$ cat config.mk
export PLATFORM = sky130hd
export DESIGN_NAME = icc_top
export DESIGN_NICKNAME = d
export VERILOG_FILES = /design/src/inc/icc_pkg.sv /design/src/hdl/icc_top.sv
export VERILOG_INCLUDE_DIRS = /design/src /design/src/inc
export SDC_FILE = /design/constraint.sdc
export NUM_CORES = 1
export LEC_CHECK = 0
export CORE_ASPECT_RATIO = 1.75
export CORE_UTILIZATION = 30
export CTS_CLUSTER_DIAMETER = 150
export CTS_CLUSTER_SIZE = 16
export DETAILED_ROUTE_END_ITERATION = 8
export DONT_BUFFER_PORTS = 1
export SLEW_MARGIN = 10
export SYNTH_ARGS = -nofsm -noshare
export SYNTH_HDL_FRONTEND = slang
export SYNTH_SLANG_ARGS = --single-unit
$ cat constraint.sdc
create_clock -name i_sys_clk -period 5.2 [get_ports i_sys_clk]
set_clock_uncertainty 0.15 [all_clocks]
set_input_delay 0 -clock i_sys_clk [delete_from_list [all_inputs] [get_ports i_sys_clk]]
set_output_delay 0 -clock i_sys_clk [all_outputs]
set_load 0.03 [all_outputs]
$ cat src/inc/icc_params.svh
// constants of the four-channel input capture block: offsets, fields, codes
// assumes a 16-bit register port addressed with printed byte offsets
`ifndef ICC_PARAMS_SVH
`define ICC_PARAMS_SVH

// ----------------------------------------------------------------
// register offsets
// ----------------------------------------------------------------
`define ICC_ADDR_W 9
`define ICC_BUF_CH1 9'h140
`define ICC_CTL_CH1 9'h142
`define ICC_BUF_CH2 9'h144
`define ICC_CTL_CH2 9'h146
`define ICC_BUF_CH7 9'h158
`define ICC_CTL_CH7 9'h15a
`define ICC_BUF_CH8 9'h15c
`define ICC_CTL_CH8 9'h15e
`define ICC_IFR 9'h160
`define ICC_IER 9'h162

// ----------------------------------------------------------------
// control register fields and reset
// ----------------------------------------------------------------
`define ICC_CTL_RESET 16'h0000
`define ICC_B_SIDL 13
`define ICC_B_TMR 7
`define ICC_B_ICI_HI 6
`define ICC_B_ICI_LO 5
`define ICC_B_OV 4
`define ICC_B_BNE 3
`define ICC_B_MODE_HI 2
`define ICC_B_MODE_LO 0

// ----------------------------------------------------------------
// capture mode codes and prescaler terminal counts
// ----------------------------------------------------------------
`define ICC_M_OFF 3'h0
`define ICC_M_EVERY 3'h1
`define ICC_M_FALL 3'h2
`define ICC_M_RISE 3'h3
`define ICC_M_RISE4 3'h4
`define ICC_M_RISE16 3'h5
`define ICC_M_IRQ_ONLY 3'h7
`define ICC_DIV4_LAST 4'h3
`define ICC_DIV16_LAST 4'hf
`define ICC_FIFO_DEPTH 4
`define ICC_NUM_CH 4

`endif

$ cat src/inc/icc_pkg.sv
// types shared by the input capture block and its surroundings
// assumes icc_params.svh is on the include path
`include "icc_params.svh"

package icc_pkg;

  // ----------------------------------------------------------------
  // register port request, one cycle per access
  // ----------------------------------------------------------------
  typedef struct packed {
    logic wr;
    logic rd;
    logic [`ICC_ADDR_W-1:0] addr;
    logic [15:0] wdata;
  } icc_bus_t;

  // ----------------------------------------------------------------
  // one time base as seen by the channels
  // ----------------------------------------------------------------
  typedef struct packed {
    logic [15:0] count;
    logic on;
  } icc_tbase_t;

  // ----------------------------------------------------------------
  // software-writable part of a channel control register
  // ----------------------------------------------------------------
  typedef struct packed {
    logic sidl;
    logic tmr;
    logic [1:0] ici;
    logic [2:0] mode;
  } icc_ctrl_t;

endpackage

$ cat src/hdl/icc_top.sv
// four input capture channels with capture fifos, flags and wake-up
// assumes both time bases count on i_sys_clk and the pins are asynchronous
//
// How it works
// - time_base_select_bit picks first or second time base; second after reset
// - both-edges mode raises the channel flag on every rising and falling edge
// - both-edges mode ignores events_per_interrupt_field
// - both-edges mode never sets capture_overflow_flag
// - interrupt-only mode with enable set wakes from sleep or idle, timer or not
// - in sleep the channel is only an interrupt source, no capture, no event count
// - in idle full function stays if timer enabled and stop_in_idle_bit clear
// - interrupt-only mode in idle makes the pin a pure interrupt input
// - events_per_interrupt_field, bits 6:5, sets captures per flag
// - per-channel flag and enable in shared registers; request only when enabled
// - each channel has a 16-bit buffer port and a control register reset to zero
// - four-word fifo per channel; each read shifts remaining words down
// - buffer_not_empty_flag sets on first capture, clears when all read
// - capture into full fifo is lost; outside both-edges mode it sets overflow and none taken until emptied
// - prescaler counter clears when channel is off and on reset
//
// The strobed register port was left to the implementer.
`timescale 1ns/100ps

module icc_top
  import icc_pkg::*;
#(
  parameter int NUM_CH = `ICC_NUM_CH,
  parameter int FIFO_DEPTH = `ICC_FIFO_DEPTH
)(
  input wire logic i_sys_clk,
  input wire logic i_reset_n,
  input wire logic i_clk_en,
  input wire icc_bus_t i_bus,
  output logic [15:0] o_rd_data,
  input wire logic [NUM_CH-1:0] i_capture_pin,
  input wire icc_tbase_t i_first_time_base,
  input wire icc_tbase_t i_second_time_base,
  input wire logic i_cpu_sleep,
  input wire logic i_cpu_idle,
  output logic o_irq,
  output logic o_wake
);

  // ----------------------------------------------------------------
  // elaboration checks
  // ----------------------------------------------------------------
  // the address map and flag registers are laid out for four channels
  if (NUM_CH != 4)
  begin : g_bad_ch
    $error("icc_top serves exactly four channels");
  end
  if (FIFO_DEPTH < 2 || FIFO_DEPTH > 7)
  begin : g_bad_depth
    $error("icc_top fifo depth must be 2 to 7");
  end

  localparam logic [`ICC_ADDR_W-1:0] BUF_OFS [4] = '{`ICC_BUF_CH1, `ICC_BUF_CH2, `ICC_BUF_CH7, `ICC_BUF_CH8};
  localparam logic [`ICC_ADDR_W-1:0] CTL_OFS [4] = '{`ICC_CTL_CH1, `ICC_CTL_CH2, `ICC_CTL_CH7, `ICC_CTL_CH8};
  localparam logic [2:0] DEPTH3 = 3'(FIFO_DEPTH);

  logic [NUM_CH-1:0] capture_interrupt_flag;
  logic [NUM_CH-1:0] capture_interrupt_enable;
  logic [NUM_CH-1:0] irq_evt;
  logic [15:0] ch_buf_rd [NUM_CH];
  logic [15:0] ch_ctl_rd [NUM_CH];

  // ----------------------------------------------------------------
  // channels
  // ----------------------------------------------------------------
  for (genvar g = 0; g < NUM_CH; g++)
  begin : g_ch
    logic [2:0] pin_sync;
    logic pin_lvl;
    icc_ctrl_t ctrl;
    logic capture_overflow_flag;
    logic overflow_block;
    logic [3:0] pre_cnt;
    logic [1:0] evt_cnt;
    logic [2:0] fill;
    logic [15:0] fifo [FIFO_DEPTH];
    logic rise;
    logic fall;
    logic run;
    logic tb_on;
    logic [15:0] tb_count;
    logic qual;
    logic cap;
    logic push;
    logic pop;
    logic full;
    logic ovf_set;
    logic int_only;
    logic wr_ctl;
    logic [3:0] pre_last;
    logic evt;

    // register decode is per channel; a read of an empty buffer leaves fill alone
    assign wr_ctl = i_bus.wr && i_bus.addr == CTL_OFS[g];
    assign pop = i_bus.rd && i_bus.addr == BUF_OFS[g] && fill != 3'h0;

    // pin is asynchronous: three stages, a level counts once stages two and three agree
    always_ff @(posedge i_sys_clk or negedge i_reset_n)
    begin
      if (!i_reset_n)
      begin
        pin_sync <= 3'h0;
        pin_lvl <= 1'b0;
      end
      else if (i_clk_en)
      begin
        pin_sync <= {pin_sync[1:0], i_capture_pin[g]};
        if (pin_sync[1] == pin_sync[2])
        begin
          pin_lvl <= pin_sync[2];
        end
      end
    end

    assign rise = (pin_sync[1] == pin_sync[2]) && pin_sync[2] && !pin_lvl;
    assign fall = (pin_sync[1] == pin_sync[2]) && !pin_sync[2] && pin_lvl;

    // time base choice: one picks the first, zero (reset) the second
    assign tb_on = ctrl.tmr ? i_first_time_base.on : i_second_time_base.on;
    assign tb_count = ctrl.tmr ? i_first_time_base.count : i_second_time_base.count;

    // capture runs outside sleep, and in idle only with the timer on and no stop-in-idle
    assign run = !i_cpu_sleep && !(i_cpu_idle && (ctrl.sidl || !tb_on));
    assign pre_last = (ctrl.mode == `ICC_M_RISE4) ? `ICC_DIV4_LAST : `ICC_DIV16_LAST;

    always_comb
    begin
      case (ctrl.mode)
        `ICC_M_EVERY: qual = rise || fall;
        `ICC_M_FALL: qual = fall;
        `ICC_M_RISE: qual = rise;
        `ICC_M_RISE4: qual = rise && pre_cnt == pre_last;
        `ICC_M_RISE16: qual = rise && pre_cnt == pre_last;
        default: qual = 1'b0;
      endcase
    end

    // interrupt-only mode stores nothing and works in any cpu state, timer or not
    assign int_only = ctrl.mode == `ICC_M_IRQ_ONLY && rise;
    assign cap = run && qual;
    assign full = fill == DEPTH3;
    assign push = cap && !full && !overflow_block;
    assign ovf_set = cap && (full || overflow_block) && ctrl.mode != `ICC_M_EVERY;

    // the flag follows every capture in both-edges mode, even one lost to a full fifo;
    // otherwise it follows every ici+1 stored captures
    always_comb
    begin
      if (int_only)
      begin
        evt = 1'b1;
      end
      else if (ctrl.mode == `ICC_M_EVERY)
      begin
        evt = cap;
      end
      else
      begin
        evt = push && evt_cnt == ctrl.ici;
      end
    end
    assign irq_evt[g] = evt;

    // ----------------------------------------------------------------
    // control register
    // ----------------------------------------------------------------
    always_ff @(posedge i_sys_clk or negedge i_reset_n)
    begin
      if (!i_reset_n)
      begin
        ctrl <= icc_ctrl_t'(7'h00);
      end
      else if (i_clk_en && wr_ctl)
      begin
        ctrl.sidl <= i_bus.wdata[`ICC_B_SIDL];
        ctrl.tmr <= i_bus.wdata[`ICC_B_TMR];
        ctrl.ici <= i_bus.wdata[`ICC_B_ICI_HI:`ICC_B_ICI_LO];
        ctrl.mode <= i_bus.wdata[`ICC_B_MODE_HI:`ICC_B_MODE_LO];
      end
    end

    // overflow and not-empty are kept apart from ctrl and only merged in at readback
    // overflow is sticky; software clears it by writing zero, a new overflow wins
    always_ff @(posedge i_sys_clk or negedge i_reset_n)
    begin
      if (!i_reset_n)
      begin
        capture_overflow_flag <= 1'b0;
        overflow_block <= 1'b0;
      end
      else if (i_clk_en)
      begin
        if (ovf_set)
        begin
          capture_overflow_flag <= 1'b1;
        end
        else if (wr_ctl && !i_bus.wdata[`ICC_B_OV])
        begin
          capture_overflow_flag <= 1'b0;
        end
        if (ovf_set)
        begin
          overflow_block <= 1'b1;
        end
        else if (fill == 3'h0)
        begin
          overflow_block <= 1'b0;
        end
      end
    end

    // ----------------------------------------------------------------
    // prescaler and event counter
    // ----------------------------------------------------------------
    always_ff @(posedge i_sys_clk or negedge i_reset_n)
    begin
      if (!i_reset_n)
      begin
        pre_cnt <= 4'h0;
      end
      else if (i_clk_en)
      begin
        if (ctrl.mode == `ICC_M_OFF)
        begin
          pre_cnt <= 4'h0;
        end
        else if (run && rise && (ctrl.mode == `ICC_M_RISE4 || ctrl.mode == `ICC_M_RISE16))
        begin
          pre_cnt <= (pre_cnt == pre_last) ? 4'h0 : pre_cnt + 4'h1;
        end
      end
    end

    always_ff @(posedge i_sys_clk or negedge i_reset_n)
    begin
      if (!i_reset_n)
      begin
        evt_cnt <= 2'h0;
      end
      else if (i_clk_en)
      begin
        if (ctrl.mode == `ICC_M_OFF || wr_ctl)
        begin
          evt_cnt <= 2'h0;
        end
        else if (push && ctrl.mode != `ICC_M_EVERY)
        begin
          evt_cnt <= (evt_cnt == ctrl.ici) ? 2'h0 : evt_cnt + 2'h1;
        end
      end
    end

    // ----------------------------------------------------------------
    // capture fifo: head at entry zero, a read shifts the rest down
    // ----------------------------------------------------------------
    always_ff @(posedge i_sys_clk or negedge i_reset_n)
    begin
      if (!i_reset_n)
      begin
        fill <= 3'h0;
      end
      else if (i_clk_en)
      begin
        fill <= fill + {2'h0, push} - {2'h0, pop};
      end
    end

    // data words carry no reset; an empty read returns whatever stands at the head
    always_ff @(posedge i_sys_clk)
    begin
      if (i_clk_en)
      begin
        for (int k = 0; k < FIFO_DEPTH; k++)
        begin
          if (push && 3'(k) == fill - {2'h0, pop})
          begin
            fifo[k] <= tb_count;
          end
          else if (pop && k < FIFO_DEPTH - 1)
          begin
            fifo[k] <= fifo[k + 1];
          end
        end
      end
    end

    assign ch_buf_rd[g] = fifo[0];
    always_comb
    begin
      ch_ctl_rd[g] = `ICC_CTL_RESET;
      ch_ctl_rd[g][`ICC_B_SIDL] = ctrl.sidl;
      ch_ctl_rd[g][`ICC_B_TMR] = ctrl.tmr;
      ch_ctl_rd[g][`ICC_B_ICI_HI:`ICC_B_ICI_LO] = ctrl.ici;
      ch_ctl_rd[g][`ICC_B_OV] = capture_overflow_flag;
      ch_ctl_rd[g][`ICC_B_BNE] = fill != 3'h0;
      ch_ctl_rd[g][`ICC_B_MODE_HI:`ICC_B_MODE_LO] = ctrl.mode;
    end
  end

  // ----------------------------------------------------------------
  // shared flag and enable registers
  // ----------------------------------------------------------------
  // flags clear by writing one; an event in the same cycle wins
  always_ff @(posedge i_sys_clk or negedge i_reset_n)
  begin
    if (!i_reset_n)
    begin
      capture_interrupt_flag <= '0;
    end
    else if (i_clk_en)
    begin
      if (i_bus.wr && i_bus.addr == `ICC_IFR)
      begin
        capture_interrupt_flag <= (capture_interrupt_flag & ~i_bus.wdata[NUM_CH-1:0]) | irq_evt;
      end
      else
      begin
        capture_interrupt_flag <= capture_interrupt_flag | irq_evt;
      end
    end
  end

  always_ff @(posedge i_sys_clk or negedge i_reset_n)
  begin
    if (!i_reset_n)
    begin
      capture_interrupt_enable <= '0;
    end
    else if (i_clk_en && i_bus.wr && i_bus.addr == `ICC_IER)
    begin
      capture_interrupt_enable <= i_bus.wdata[NUM_CH-1:0];
    end
  end

  assign o_irq = |(capture_interrupt_flag & capture_interrupt_enable);
  // a pending enabled request while sleeping or idling is the wake-up
  assign o_wake = o_irq && (i_cpu_sleep || i_cpu_idle);

  // ----------------------------------------------------------------
  // read data, one cycle after the strobe
  // ----------------------------------------------------------------
  always_ff @(posedge i_sys_clk or negedge i_reset_n)
  begin
    if (!i_reset_n)
    begin
      o_rd_data <= 16'h0000;
    end
    else if (i_clk_en && i_bus.rd)
    begin
      o_rd_data <= 16'h0000;
      // unmapped addresses read as zero, so software can probe the map safely
      for (int c = 0; c < NUM_CH; c++)
      begin
        if (i_bus.addr == BUF_OFS[c])
        begin
          o_rd_data <= ch_buf_rd[c];
        end
        if (i_bus.addr == CTL_OFS[c])
        begin
          o_rd_data <= ch_ctl_rd[c];
        end
      end
      if (i_bus.addr == `ICC_IFR)
      begin
        o_rd_data <= {12'h000, capture_interrupt_flag};
      end
      if (i_bus.addr == `ICC_IER)
      begin
        o_rd_data <= {12'h000, capture_interrupt_enable};
      end
    end
  end

endmodule

# Word level (Yosys, flattened, before mapping)
# Memory sizes are Yosys's and may differ from the RTL's.
# Index checks and enable logic that the tools add are counted.
totals:
  n_memories: 4
  ram_bits: 256
  in_bits: 70
  output_inout_bits: 18
  wordCells: 558
  register_bits: 112
classes:
  eq_ne: 66
  reduce_logical: 217
  mux: 187
  bitwise_logic: 17
  addsub: 20
mem_list:
  columns: ["name", "depth", "width", "rd", "rd_clocked_by_memory_dff", "wr", "line_no", "source"]
  rows:
  - ["g_ch[0].fifo", 4, 16, 4, 0, 3, "icc_top.sv:80", "logic [15:0] fifo [FIFO_DEPTH];"]
  - ["g_ch[1].fifo", 4, 16, 4, 0, 3, "icc_top.sv:80", null]
  - ["g_ch[2].fifo", 4, 16, 4, 0, 3, "icc_top.sv:80", null]
  - ["g_ch[3].fifo", 4, 16, 4, 0, 3, "icc_top.sv:80", null]
ops:
  columns: ["op", "count"]
  rows:
  - ["$mux W16", 30]
  - ["$mux W1", 120]
  - ["$logic_and A1 B1 Y1", 109]
  - ["$eq A9 B9 Y1 const B", 10]
  - ["$mux W4", 17]
  - ["$reduce_or A16 Y1", 4]
  - ["$eq A3 B3 Y1 const B", 16]
  - ["$reduce_and A2 Y1", 20]
  - ["$logic_not A3 Y1", 12]
  - ["$mux W2", 16]
  - ["$reduce_bool A2 Y1", 16]
  - ["$logic_not A1 Y1", 26]
  - ["$eq A2 B3 Y1 const A", 8]
  - ["$eq A3 B2 Y1 const B", 8]
  - ["$sub A3 B1 Y3", 8]
  - ["$logic_or A1 B1 Y1", 21]
  - ["$add A4 B1 Y4 const B", 4]
  - ["$eq A4 B4 Y1", 4]
  - ["$pmux W1 S4", 4]
  - ["$add A3 B1 Y3", 4]
  - ["$eq A1 B3 Y1 const A", 4]
  - ["$eq A3 B1 Y1 const B", 4]
  - ["$ne A3 B1 Y1 const B", 4]
  - ["$or A1 B1 Y1", 12]
  - ["other kinds (9)", 26]

# Logic depth before layout (Yosys ltp)
# Gate-level depths: netlist of run 1.
depth:
  ltp_word: 15
  mapped_depth: 15
  ltp_nobuf: 15

# Worst setup path before layout of run 1
# Ideal clock, no wire load.
synth_path:
  kind: "input-to-reg"
  startpoint: "in i_bus[17] (netlist name)"
  endpoint: "mem g_ch[2].fifo[1][0], in the netlist g_ch[2].fifo[0][16], enable pin"
  setup_slack_ps: 1077
  t_required_ps: 4656
  path_buffers: 1
  arrival_time_ps: 3579
  path_stages: 12
  setup_time_ps: 394
  cell_sequence: "or4b_1 > clkbuf_2 > nor2_1 > nand3_1 > inv_1 > ha_1 > ha_1 > xnor2_1 > and2_0 > or4b_1 > or2_2 > a21oi_1"
synth_rtl:
  columns: ["item", "line_no", "source"]
  rows:
  - ["from (decl)", "icc_top.sv:33", "input wire icc_bus_t i_bus,"]
  - ["to (decl)", "icc_top.sv:80", null]

==> results of run 1 <==
cell type report:
| class | count | area (µm²) |
|---|---|---|
| multi-input combinational | 991 | 7080 |
| fill | 5852 | 38400 |
| antenna | 6 | 15.0 |
| tap | 780 | 976 |
| timing repair buffer | 133 | 1310 |
| inverter | 77 | 289 |
| clock buffer | 46 | 747 |
| sequential | 368 | 10500 |
registers in the layout, indices dropped and copies added (netlist names), 8 cells and up:
| register | count |
|---|---|
| g_ch.fifo | 256 |
| ch_ctl_rd | 28 |
| g_ch.pre_cnt | 16 |
| o_rd_data | 16 |
| g_ch.fill | 12 |
| g_ch.pin_sync | 12 |
| g_ch.evt_cnt | 8 |
worst min path at each step:
stage               startpoint                           to  slack [ns]
floorplan            i_reset_n  capture_interrupt_enable[0]       -0.45
finish               i_reset_n           g_ch[3].pre_cnt[2]       -0.07
global route         i_reset_n              g_ch[3].fill[0]        0.03
detailed placement   i_reset_n           g_ch[3].pre_cnt[0]       -0.44
CTS                  i_reset_n              g_ch[3].fill[0]       0.008
global placement     i_reset_n           g_ch[3].pre_cnt[2]       -0.43
cell usage in the layout, fill, tap and decap left out, drive strengths merged, types with 33 or more instances in the layout:
cell type,instances
a21oi,128
buf,33
clkbuf,46
dfrtp,112
dlygate4sd3,100
edfxtp,256
inv,76
mux2,162
mux2i,44
nand2,97
nor2,149
o21ai,70
critical path: stages:
cell and delay (ns):
dlygate4sd3_1 0.90, or4b_1 0.77, nor2_1 0.21, nand3_1 0.23, inv_1 0.15, ha_1 0.16
ha_1 0.15, xnor2_1 0.11, and2_0 0.28, or4b_1 0.54, o21bai_4 0.48, mux2_2 0.41
cells in the mapped netlist, types with 5 or more instances:
cell type	count	area share, %
inv_1	76	1.6
nand2b_1	16	0.55
a211oi_1	7	0.29
buf_2	16	0.44
o31ai_1	15	0.62
mux2_2	152	9.4
a22oi_1	20	0.83
a21oi_1	127	3.5
nor3b_1	6	0.25
o2111ai_1	8	0.39
xor2_1	15	0.73
nand4_1	8	0.28
nand3_1	23	0.64
and3_1	12	0.41
nand4b_1	6	0.29
dfrtp_1	112	15
xnor2_1	10	0.48
a21o_1	6	0.25
mux2i_1	44	2.4
nand2_1	97	2.0
mux2_4	10	0.83
edfxtp_1	256	42
o2bb2ai_1	5	0.24
o22ai_1	6	0.21
o211ai_1	6	0.25
nor3_1	28	0.77
nor4b_1	5	0.24
o21ai_0	67	1.9
a22o_1	9	0.44
nor2_1	148	3.1
clkbuf_1	47	0.97
nor2b_1	7	0.24
a31oi_1	13	0.45
ha_1	28	1.9
or3_1	6	0.21
nand3b_1	6	0.25
cells by family after synthesis:
group / after synthesis
AOI/OAI and AO/OA: 323
xor gates and xnor gates: 25
adders and majority gates: 32
buffers and inverters: 151
DFF: 368
muxes: 210
and+or+nand+nor: 401
where the power goes:
group / leakage (nW) / switching (mW) / total [mW] / internal (mW)
Clock: 0.355 / 1.00 / 1.97 / 0.970
Combinational: 3.60 / 0.378 / 0.646 / 0.268
Sequential: 3.79 / 0.0858 / 3.28 / 3.20
routing by layer:
| layer | vias to the layer above | part of all wire (%) |
|---|---|---|
| met5 | - | 0.066 |
| met4 | 6 | 5.9 |
| met3 | 121 | 6.3 |
| met2 | 390 | 50 |
| met1 | 6326 | 38 |
| li1 | 5752 | - |
==> results.md, run 1 <==
- The flow ran to the end, but the final reports show violations.
- The checks that failed: hold timing.
- The worst setup path is captured at a register.
- The shortest period the worst path allows is 4.25 ns.
- IR analysis of the VDD net gives a maximum drop of roughly 190 µV.
- CTS built an H-tree with a depth of 1.
- In the final routed layout, each cell accounts on average for ~22 µm.
- The number of iterations in the first detailed-routing pass is 5.
- The largest net degree at the start of global routing is 113.
- The via count of the first global-routing pass is around 13000.
- The clock-pin slew of the registers on the worst-case setup and hold paths is roughly 0.08 ns.
- Global routing consumed, over all layers together, between 15 and 20% of the routing resources.
- The floorplan row count is around 120.
- The initial antenna violation count came to 5.
- The total chip power is slightly below 6 mW.
- The die outline height is about 330 µm.
- The wire length of the first global-routing pass is a little under 80 mm.
- Global routing consumed, on the met3 layer, a little over 3% of the routing resources.
- For this run, global-route usage on met2 was measured as between 20% and 30%.
- The sequential cell area fraction in the yosys report is between 50 and 60%.
- For flop-to-flop paths, the worst setup slack is about 1.1 ns.
- The post-route antenna net violation count is 0.
- The synthesized netlist occupies a cell area of about 0.018 mm².
- The most critical setup path has its endpoint at g_ch[2].fifo[0][28].
- The met1 capacity usage during global routing is a little under a fifth.
- The final routed DRC violation total is 0.
- The worst register-to-register path begins at ch_ctl_rd[23].
- After global routing the overflow that remains totals 0.
- In this run the most used layer during global routing was met2.
- Counting along the longest clock path gives a buffer depth of 3.
- The adder-cell share of the synthesized area is approximately 2.4%.
- The leakage power figure is about 7.8 nW.
- The worst hold-check path type is input pin to async pin.
- At the placement stage, the worst setup path has a slack of roughly 1.3 ns.
- STA puts the critical path data arrival time at around 4.4 ns.
- The relative slew slack is approximately 17%.
- Measured against the total synthesized area, the mux share comes to between 10% and 20%.
- Summing over every cut layer, the via total after detailed routing is around 13000.
- Summing the areas of all compound-gate instances in the mapped netlist gives around 11% of the synthesized area.
- Across the run, the number of max-cap violations was 0.
- The horizontal die dimension is 188 µm.
- Detailed placement finished with a half-perimeter wire length of between 30 and 40 mm.
- For this run, the leading register cell type out of synthesis is edfxtp_1.
- The launch point of the critical path is i_bus[17].
- The final setup violation count is 0.
- The total negative setup slack is 0 ns.
- The post-route netlist has ~16% of its cells at a drive strength greater than 1.
- The flip-flop and latch count after synthesis is between 300 and 400.
- Final hold analysis gives a worst-case slack of -0.0672 ns.
- For this block, the initial DRC count from the detailed router was 750.
- Of the available clock period, the critical path in the final layout requires 81.8%.
- The source-to-sink clock delay at the later pin of the worst-skew pair is ~0.57 ns.
- The number of nets produced by synthesis is between 1500 and 2000.
- After synthesis, the mean cell area works out to 12.0 µm².
- At the end of the flow, the number of nets in the layout was around 1700.
- Once the clock tree was built, the setup fixing pass inserted 0 buffers.
- At the end of the flow the core is filled with cells to between 30% and 40%.
- The slew at the pin closest to its max-slew limit is around 1.2 ns.
- Using the TritonRoute via totals, the vias-per-cell ratio works out to around 5.2.
- The count of input and output buffers is 0.
- TritonCTS created 26 clock buffers.
- The clock tree from TritonCTS is built.
- The post-layout worst setup margin is approximately 0.95 ns.
- Clock tree synthesis found a total of 368 sinks.
- The die covers between 0.06 and 0.07 mm².
- Setup repair after global routing left no endpoint under its margin.
- Counting cells, the worst reg-to-reg path comes to 13.
- The maximum frequency from static timing analysis is between 200 and 250 MHz.
- Summing all placed instances gives a cell area of around 0.019 mm².
- The post-cts hold buffer count is between 100 and 150.
- For the worst setup path, the data required time is 5.36 ns.
- In this run, distinct cell masters in the synthesized netlist total 81.
- The area growth from synthesis to layout is 15.4%.
- Along the worst path, the maximum fanout reaches 29.
- The endpoint of the worst register-to-register path is g_ch[2].fill[1].
- The area inside the core boundary is approximately 0.059 mm².
- After the flow finishes, the layout carries non-filler instances totaling around 2400.
- After synthesis, the largest family of logic cells by area is multiplexers.
- Including well taps, the total number of placed cells is approximately 2200.
- The total wire length is slightly above 50 mm.
- The synthesized design contains 256 enable-type register cells.
- The number of endpoints with negative hold slack in the final report was 16.
- Yosys printed 0 warnings.
- The final standard cell area without fillers is between 0.02 and 0.025 mm².
- The startpoint type of the worst setup path is an input pin.
- The critical path class is input pin to register.
- Counting every instance in the synthesized netlist gives approximately 1500.
- The basic-gate share of the synthesized area counting and, or, nand and nor cells is a little over a tenth.
- The effective utilization at floorplan is 30.5%.
- The root cell of the clock tree is clkbuf_16.
- The post-synthesis async set-or-reset flop share is a little under a third.
- The final number of max-transition violations is 0.
- In this run, post-CTS repair resized a total of 0 instances.
- The power density normalized to cell area is 282 mW/mm².
- At the end of routability-driven placement, the weighted congestion stood at about 0.95.
- During I/O placement, the number of pins put on the boundary was 88.
- Summing the areas of all xor and xnor instances in the mapped netlist gives under 10% of the synthesized area.
Power figures use the tool's default switching activity.
==> run 2, diff against run 1 <==
==> constraint.sdc (replaced) <==
create_clock -name i_sys_clk -period 3.9 [get_ports i_sys_clk]
set_clock_uncertainty 0.15 [all_clocks]
set_input_delay 0 -clock i_sys_clk [delete_from_list [all_inputs] [get_ports i_sys_clk]]
set_output_delay 0 -clock i_sys_clk [all_outputs]
set_load 0.03 [all_outputs]
==> run 2 against run 1 <==
Effect of this change: the flow now finishes without violations; cell count rose by 0.75%; clock power rose by 35%; critical endpoint is now g_ch[2].fifo[0][19]; combinational power is 37% higher; register-to-register slack worse by 0.68 ns; design area grew 0.75%; hold slack gained 0.098 ns; sequential share of layout area shrank 0.37 points; utilization is 0.26 points higher; sequential power grew 33%; first-iteration DRC count up 24%; global-route usage up 0.20 points.
==> results.md, run 2 (synthesis gave the netlist of run 1 again) <==
- In this run the critical register-to-register path is launched from g_ch[2].fill[1].
- The post-route clock period utilization is 92.3%.
- The effective utilization at floorplan is between 30% and 40%.
- After filler insertion, the fill cell instance count of the layout stands at ~5900.
- The instance count after placement with tap cells included is approximately 2300.
- Compared with the post-synthesis result, the final layout area differs by 16.3%.
- The post-route antenna net violation count is 0.
- The largest net degree at the start of global routing is ~110.
- Measured along the x axis, the die boundary spans between 150 and 200 µm.
- CTS placed an instance of clkbuf_16 at the clock tree root.
- The maximum ir drop on the vdd rail is 285 µV.
- The routed via count is ~13000.
- In this run, the clock network consumes ~34% of the power.
- The final number of max-transition violations is 0.
- The worst setup path is captured at a register.
- The relative slew slack is 29.2%.
- Max-cap violations in this run came to 0.
- The number of nets in the final layout is between 1500 and 2000.
- Combinational logic burns 11.2% of the power.
- For this run, design rule violations remaining after detail routing come to 0.
- Leaving out fill and tap cells, the most frequent cells in the layout are edfxtp_1 (256), mux2_2 (152), nor2_1 (148).
- Once layout is done, the placed cells without fillers occupy around 0.021 mm².
- At the worst endpoint, the arrival time is around 3.8 ns.
- The register share of total power is 55.3%.
- The analysis attributes to cell leakage a power of just under 8 nW.
- The wire-length estimate of the detail-placed layout is roughly 37 mm.
- Timing analysis after detailed placement gives a worst setup slack of 0.441 ns.
- The floorplan row count is about 120.
- Based on the critical path, the design can be clocked at up to ~280 MHz.
- The number of buffers created by CTS is 26.
- The analysis attributes to net switching a power of around 2.0 mW.
- After floorplanning, the core was sized to cover around 0.059 mm².
- Clock-pin slew was measured on the worst setup and hold paths at 0.07 ns.
- The number of cells traversed by the worst hold path is 4.
- For this run, the share of the core covered by cells in the final layout is a little over a third.
- Setup slack on the worst reg-to-reg path comes out at 0.41 ns.
- The number of DRC markers in iteration 0 is around 930.
- The library cell used most frequently in the layout, excluding fill and tap cells, is edfxtp_1.
- The largest stage delay on the critical path is between 0.6 and 0.7 ns.
- The logic depth of the worst register-to-register path is 10.
- The peak fanout along the critical path is 29.
- Setup repair after global routing left no endpoint under its margin.
- The clock drives 368 sinks.
- The worst setup path is launched from an input pin.
- From bottom edge to top edge, the die measures between 300 and 400 µm.
- The number of buffers and inverters on the critical path is 3.
- The I/O pin count is 88.
- The shortest period the worst path allows is roughly 3.6 ns.
- The initial antenna violation count is 8.
- After detailed routing, the total wire length is between 50 and 60 mm.
- The largest individual stage delay along the critical path comes from the cell or4b_1.
- The signal on the critical path passes through dlymetal6s4s_1 > or4b_1 > nor2_1 > nand3_1 > inv_1 > ha_1 > ha_1 > xnor2_1 > and2_0 > or4b_1 > o21bai_4 > buf_4 > mux2_2.
- Dividing the detail-routed wire length by the instance count gives 21.5 µm.
- The total negative setup slack is 0 ns.
- The critical path class is input pin to register.
- The pre-antenna-repair detailed-routing pass consisted of 6 iterations.
- During placement, the flow inserted port buffers numbering 0.
- The endpoint of the worst register-to-register path is g_ch[2].fifo[0][19].
- The end of the worst hold path is o_rd_data[0].
- No sink is reached through more buffers than the 3 on the longest clock path.
- Across every metal layer, demand over resource in global routing totals roughly 17%.
- The register with the most flip-flops in the layout has between 200 and 300 of them.
- g_ch.fifo holds more flip-flops than any other register.
- The ratio of cells with drive above 1 in the final layout is 16.7%.
- The source-to-sink clock delay at the later pin of the worst-skew pair is 0.58 ns.
- The post-layout worst setup margin is 0.301 ns.
- The worst hold path begins at i_bus[18].
- The maximum level of the CTS H-tree is 1.
- The via count of the first global-routing pass is between 10000 and 15000.
- The final instance count without filler cells is roughly 2400.
- Using the TritonRoute via totals, the vias-per-cell ratio works out to about 5.2.
- At the pin with the least slew margin, the transition time is between 1 and 1.5 ns.
- The die covers 0.0614 mm².
- The worst hold-check path type is input pin to register.
- The final setup violation count is 0.
- Among cell families on the critical path, the largest total delay comes from simple AND/OR/NAND/NOR gates.
- Dividing total power by cell area gives a power density of between 300 and 400 mW/mm².
- The endpoint required time on the critical path is ~4.1 ns.
- The weighted congestion at the end of routability-driven global placement is just under 1.
- After detailed placement, the total cell area comes to 0.0192 mm².
- The flow ran to the end, and the final reports show no timing, DRC or antenna violations.
- The internal power contribution is around 5.9 mW.
- The switching part of the total power is about 25%.
- The total overflow left after global routing is 0.
- The clock tree from TritonCTS is built.
- The wire length of the first global-routing pass is around 78 mm.
- The number of endpoints with negative hold slack in the final report came to 0.
## run 2: routing by layer
metal / global-route usage [%] / vias up / part of all wire, %
met5: 0 / - / 0.085
met4: 9.93 / 8 / 6.4
met3: 3.57 / 144 / 6.9
met2: 29.4 / 420 / 50
met1: 18.6 / 6257 / 37
li1: - / 5788 / -
## run 2: area by class of cell
class	count	area, µm²	share of cell area (%)
inverters	77	289	1.37
multi-input cells	991	7100	33.7
repair buffers	152	1450	6.90
flip-flops and latches	368	10500	49.8
diodes	5	12.5	0.0594
clock buffers	46	747	3.55
well taps	780	976	4.63
## run 2: worst min-delay path: cells and delay by family
family,cells,cell delay [ns]
AND/OR/NAND/NOR,1,0.14
AO/OA/AOI/OAI,2,0.33
multiplexers,1,0.21
## run 2: worst max path at each step
stage / from / end / slack [ns] / cells after the start
after floorplan: i_bus[17] / g_ch[2].fifo[0][16] / 0.09 / 12
after global placement: i_bus[21] / g_ch[2].fifo[0][25] / 0.40 / 13
after detailed placement: g_ch[2].fill[1] / g_ch[2].fifo[0][24] / 0.44 / 10
after CTS: i_bus[17] / g_ch[2].fifo[0][25] / 0.004 / 13
after global routing: i_bus[17] / g_ch[2].fifo[0][28] / 0.05 / 13
final: i_bus[17] / g_ch[2].fifo[0][19] / 0.30 / 13
## run 2: power groups by stage
stage	logic (mW)	registers, mW	clock network (mW)
2_1_floorplan	0.537	4.42	0
3_3_place_gp	0.685	4.45	0
3_5_place_dp	0.712	4.46	0
4_1_cts	0.884	4.37	2.72
5_1_grt	0.968	4.39	2.84
6_report	0.882	4.37	2.65
## run 2: metrics by stage
stage                     power (mW)  hold slack, ns
after floorplan                 4.95          -0.446
after global placement          5.14          -0.437
after detailed placement        5.17          -0.436
after CTS                       7.97         0.00727
after global routing            8.19          0.0665
final                           7.91          0.0310
## run 2: timing repair
item / CTS / global route
resized for setup: 0 / 2
hold endpoints to repair: 640 / 0
hold buffers: 102 / 0
setup buffers: 0 / 0
endpoints found under the setup margin: 0 / 105
==> run 3, diff against run 2 <==
--- a/config.mk
+++ b/config.mk
@@ -6,12 +6,15 @@
 export SDC_FILE = /design/constraint.sdc
 export NUM_CORES = 1
 export LEC_CHECK = 0
+export ABC_AREA = 1
 export CORE_ASPECT_RATIO = 1.75
 export CORE_UTILIZATION = 30
 export CTS_CLUSTER_DIAMETER = 150
 export CTS_CLUSTER_SIZE = 16
 export DETAILED_ROUTE_END_ITERATION = 8
 export DONT_BUFFER_PORTS = 1
+export GPL_ROUTABILITY_DRIVEN = 1
+export GPL_TIMING_DRIVEN = 0
 export SLEW_MARGIN = 10
 export SYNTH_ARGS = -nofsm -noshare
 export SYNTH_HDL_FRONTEND = slang
==> run 3 against run 2 <==
Effect of this change: synthesized area rose by 5.0%; critical path type is now register to register; routed wire length grew 20%; sequential share of layout area fell by 2.2 points; clock power rose by 2%; cell count up 31%; global-route usage grew 2.7 points; die area up 4.9%; total power is 0.51% lower.
==> results.md, run 3 <==
- The run finished with clean final reports.
- The initial antenna violation count is 5.
- The effective utilization at floorplan is 30.5%.
- The largest area contributor in the netlist is edfxtp_1.
- The relative slew slack is between 15 and 20%.
- After detailed routing, the average wire length per cell comes to just under 20 µm.
- Measured in cells, the most critical reg-to-reg path has a length of 11.
- The final setup violation count is 0.
- Each instance of the synthesized netlist takes up on average between 8 and 9 µm².
- Across all register-to-register paths, the minimum setup slack is between 0.15 and 0.2 ns.
- For this run, the detailed router's first-pass iteration total came to 5.
- The clock-pin slew of the registers on the worst-case setup and hold paths is roughly 0.080 ns.
- The flip-flop and latch count after synthesis is approximately 370.
- For this run, design rule violations remaining after detail routing come to 0.
- Along the worst path, the maximum fanout reaches 16.
- Setup repair after global routing could not meet its margin everywhere.
- The number of endpoints with negative hold slack in the final report is 0.
- The placed wire-length estimate after detailed placement is 47.5 mm.
- The buffers inserted during post-CTS setup optimization is 0.
- The most repeated library cell on the critical path is inv_1.
- For this design the top-level I/O count stands at 88.
- The unique cell type count in the Yosys netlist is 38.
- The dominant synthesized flop cell is edfxtp_1.
- The critical path is of the register to register type.
- The first global-routing pass estimated 94.5 mm of wire.
- By count the netlist is led by nand2_1 (759), inv_1 (270), edfxtp_1 (256).
- The worst path needs 3.73 ns of the cycle, external delays included.
- From bottom edge to top edge, the die measures around 340 µm.
- The die covers about 0.064 mm².
- The register with the most flip-flops is g_ch.fifo.
- The area growth from synthesis to final layout is 16.0%.
- In this run the remaining antenna-violating nets after routing total 0.
- At the worst endpoint, the arrival time is 3.76 ns.
- The post-route clock period utilization is roughly 96%.
- Clock tree synthesis inserted a total of 26 buffers.
- The number of synthesized flops with an enable pin is approximately 260.
- By area the synthesized netlist is led by edfxtp_1 (40%), nand2_1 (15%), dfrtp_1 (15%).
- The post-synthesis instance total is approximately 2200.
- The source-to-sink clock delay at the later pin of the worst-skew pair is around 0.57 ns.
- The worst-path cell with the longest stage delay is a21oi_2.
- The routed via count is 15900.
- For this design the static power due to leakage is 9.70 nW.
- After synthesis the cells add up to about 0.019 mm².
- The ratio of cells with drive above 1 in the final layout is around 6.4%.
- After detailed routing, the number of vias per cell comes to between 5 and 6.
- The maximum level of the CTS H-tree is 1.
- The endpoint identified for the worst register-to-register timing path is g_ch[2].fifo[0][24].
- The total global-route track usage is between 10% and 20%.
- Of all flip-flops after synthesis, the portion carrying an async set or reset was between 30% and 40%.
- The number of buffers and inverters on the critical path is 4.
- The worst setup path is captured at a register.
- The signal on the critical path passes through inv_1 > nand3_1 > nand3_2 > inv_1 > ha_1 > ha_1 > inv_1 > nor3_1 > nand2_2 > clkbuf_1 > a21oi_2.
- The share of Yosys cell area claimed by the top area cell type is ~40%.
- The top cell family by delay on the critical path is simple AND/OR/NAND/NOR gates.
- The number of cells traversed by the worst hold path is 2.
- The largest stage delay on the critical path is 0.79 ns.
- The number of nets in the final layout is ~2500.
- The floorplan row count is between 100 and 150.
- Routability-driven placement finished with a final weighted congestion of 0.963.
- The via count of the first global-routing pass is ~16000.
- In the layout the commonest cells are nand2_1 (759), inv_1 (270), edfxtp_1 (256).
- The total congestion overflow is 0.
- The register with the most flip-flops in the layout has around 260 of them.
- The number of DRC markers in iteration 0 is 1157.
- The number of nets in the synthesized netlist is ~2300.
- STA classifies the critical path startpoint as a register.
- For hold timing, the worst endpoint is g_ch[0].fifo[1][26].
- For this run, the number of Yosys warnings is 0.
- Once placement finished, the instance area stood at slightly above 0.02 mm².
- The count of input and output buffers is 0.
- The total number of clock tree sinks is around 370.
- Entering global routing, the biggest net connects 113 pins.
- Max-cap violations in this run came to 0.
- By instance count, the leading cell after synthesis is nand2_1.
- TritonCTS built the clock tree.
- The final number of max-transition violations came to 0.
- The number of fillers in the final layout is about 6400.
- The total area inside the core boundary comes to approximately 0.062 mm².
- For this run, the top clock speed supported by timing is 268 MHz.
- Once layout is done, the placed cells without fillers occupy ~0.022 mm².
- The deepest clock path buffer count is 3.
- In this run the critical register-to-register path is launched from g_ch[2].fill[1].
- Sequential elements use a little under three fifths of the synthesized area.
- The root cell of the clock tree is clkbuf_16.
- In this run the worst hold path is classified as input pin to register.
- After detailed routing, the total wire length is slightly above 60 mm.
- The slew at the pin closest to its max-slew limit is ~1.2 ns.
- The horizontal die dimension is around 190 µm.
- Leaving out fill and tap cells, the most frequent cell in the layout is nand2_1.
- The endpoint required time on the critical path is roughly 3.9 ns.
- The power density normalized to cell area is 357 mW/mm².
- VDD sags by at most 318 µV.
- The startpoint identified for the worst hold timing path is i_second_time_base[11].
- The final worst hold slack is approximately 0.00011 ns.
[run 3: cell types whose count changed in the layout (fill, tap and decap cells not counted), sizes merged, moves of 21 or more]
cell | before | now
nand2 | 97 | 783
nand3 | 23 | 202
a21oi | 128 | 33
nor2 | 149 | 72
clkbuf | 46 | 92
nand4 | 8 | 29
mux2 | 162 | 1
nand3b | 6 | 51
mux2i | 44 | 0
o21ai | 70 | 190
inv | 76 | 277
[run 3: what timing repair did]
action                     CTS  global route
gates cloned                 0             0
hold buffers               104             0
gates resized for setup      1             7
setup endpoints to repair   16            96
pin swaps                    0             0
hold endpoints to repair   547             0
[run 3: worst max path at each step]
stage | startpoint | to | slack (ns) | cells past startpoint
floorplan | g_ch[3].fill[0] | g_ch[3].fifo[1][16] | 0.03 | 7
global placement | g_ch[3].fill[0] | g_ch[3].fifo[1][26] | -1.13 | 7
detailed placement | g_ch[0].fill[1] | g_ch[0].fifo[0][10] | -0.05 | 11
CTS | i_bus[20] | g_ch[3].fifo[0][11] | 0.03 | 13
global route | g_ch[2].fill[1] | g_ch[2].fifo[0][7] | -0.09 | 11
finish | g_ch[2].fill[1] | g_ch[2].fifo[0][24] | 0.17 | 11
[run 3: area by class of cell]
class | instances | area [µm²] | share of cell area [%]
clock buffers | 47 | 751 | 3.40
well taps | 799 | 1000 | 4.53
inverters | 278 | 1040 | 4.73
flip-flops and latches | 368 | 10500 | 47.6
repair buffers | 114 | 1170 | 5.31
diodes | 4 | 10.0 | 0.0454
plain buffers | 79 | 389 | 1.76
multi-input cells | 1482 | 7200 | 32.7
[run 3: logic make-up (layout without fill, tap and decap cells)]
family | count (synthesis) | after routing | share of synthesized area, %
compound gates | 245 | 245 | 6.68
other cells | 0 | 4 | 0
fa+ha+maj | 32 | 32 | 2.26
xor+xnor | 19 | 19 | 0.875
buf+inv | 357 | 518 | 7.53
simple gates | 1185 | 1185 | 27.4
flops | 368 | 368 | 55.2
mux | 1 | 1 | 0.0592
[run 3: power by group]
| part | switching, mW | internal [mW] | total, mW |
|---|---|---|---|
| Combinational | 0.586 | 0.254 | 0.840 |
| Clock | 1.40 | 1.30 | 2.69 |
| Sequential | 0.0756 | 4.26 | 4.33 |
[run 3: per-layer routing]
| layer | GRT usage [%] | part of all wire, % | vias up |
|---|---|---|---|
| li1 | - | - | 7520 |
| met1 | 20.7 | 35 | 7507 |
| met2 | 33.9 | 49 | 614 |
| met3 | 2.70 | 6.0 | 219 |
| met4 | 16.4 | 9.6 | 2 |
| met5 | 0 | 0.018 | - |
[run 3: through the flow]
step	TNS, ns	setup slack (ns)	utilization (%)	instances	total power [mW]
2_1_floorplan	0	0.0324	-	2207	4.87
3_3_place_gp	-62.61	-1.13	32.1	3006	5.09
3_5_place_dp	-0.854	-0.0538	32.3	3016	5.12
4_1_cts	0	0.0344	35.3	3167	7.91
5_1_grt	-2.20	-0.0883	35.4	3170	8.12
6_report	0	0.173	35.4	3171	7.87
[run 3: worst reg2reg max path, cell delays in order, from the launching register on]
cell      delay (ns)
dfrtp_1         0.45
inv_1           0.11
nand3_1         0.22
nand3_2         0.29
inv_1           0.11
ha_1            0.20
ha_1            0.29
inv_1           0.06
nor3_1          0.24
nand2_2         0.17
clkbuf_1        0.26
a21oi_2         0.79
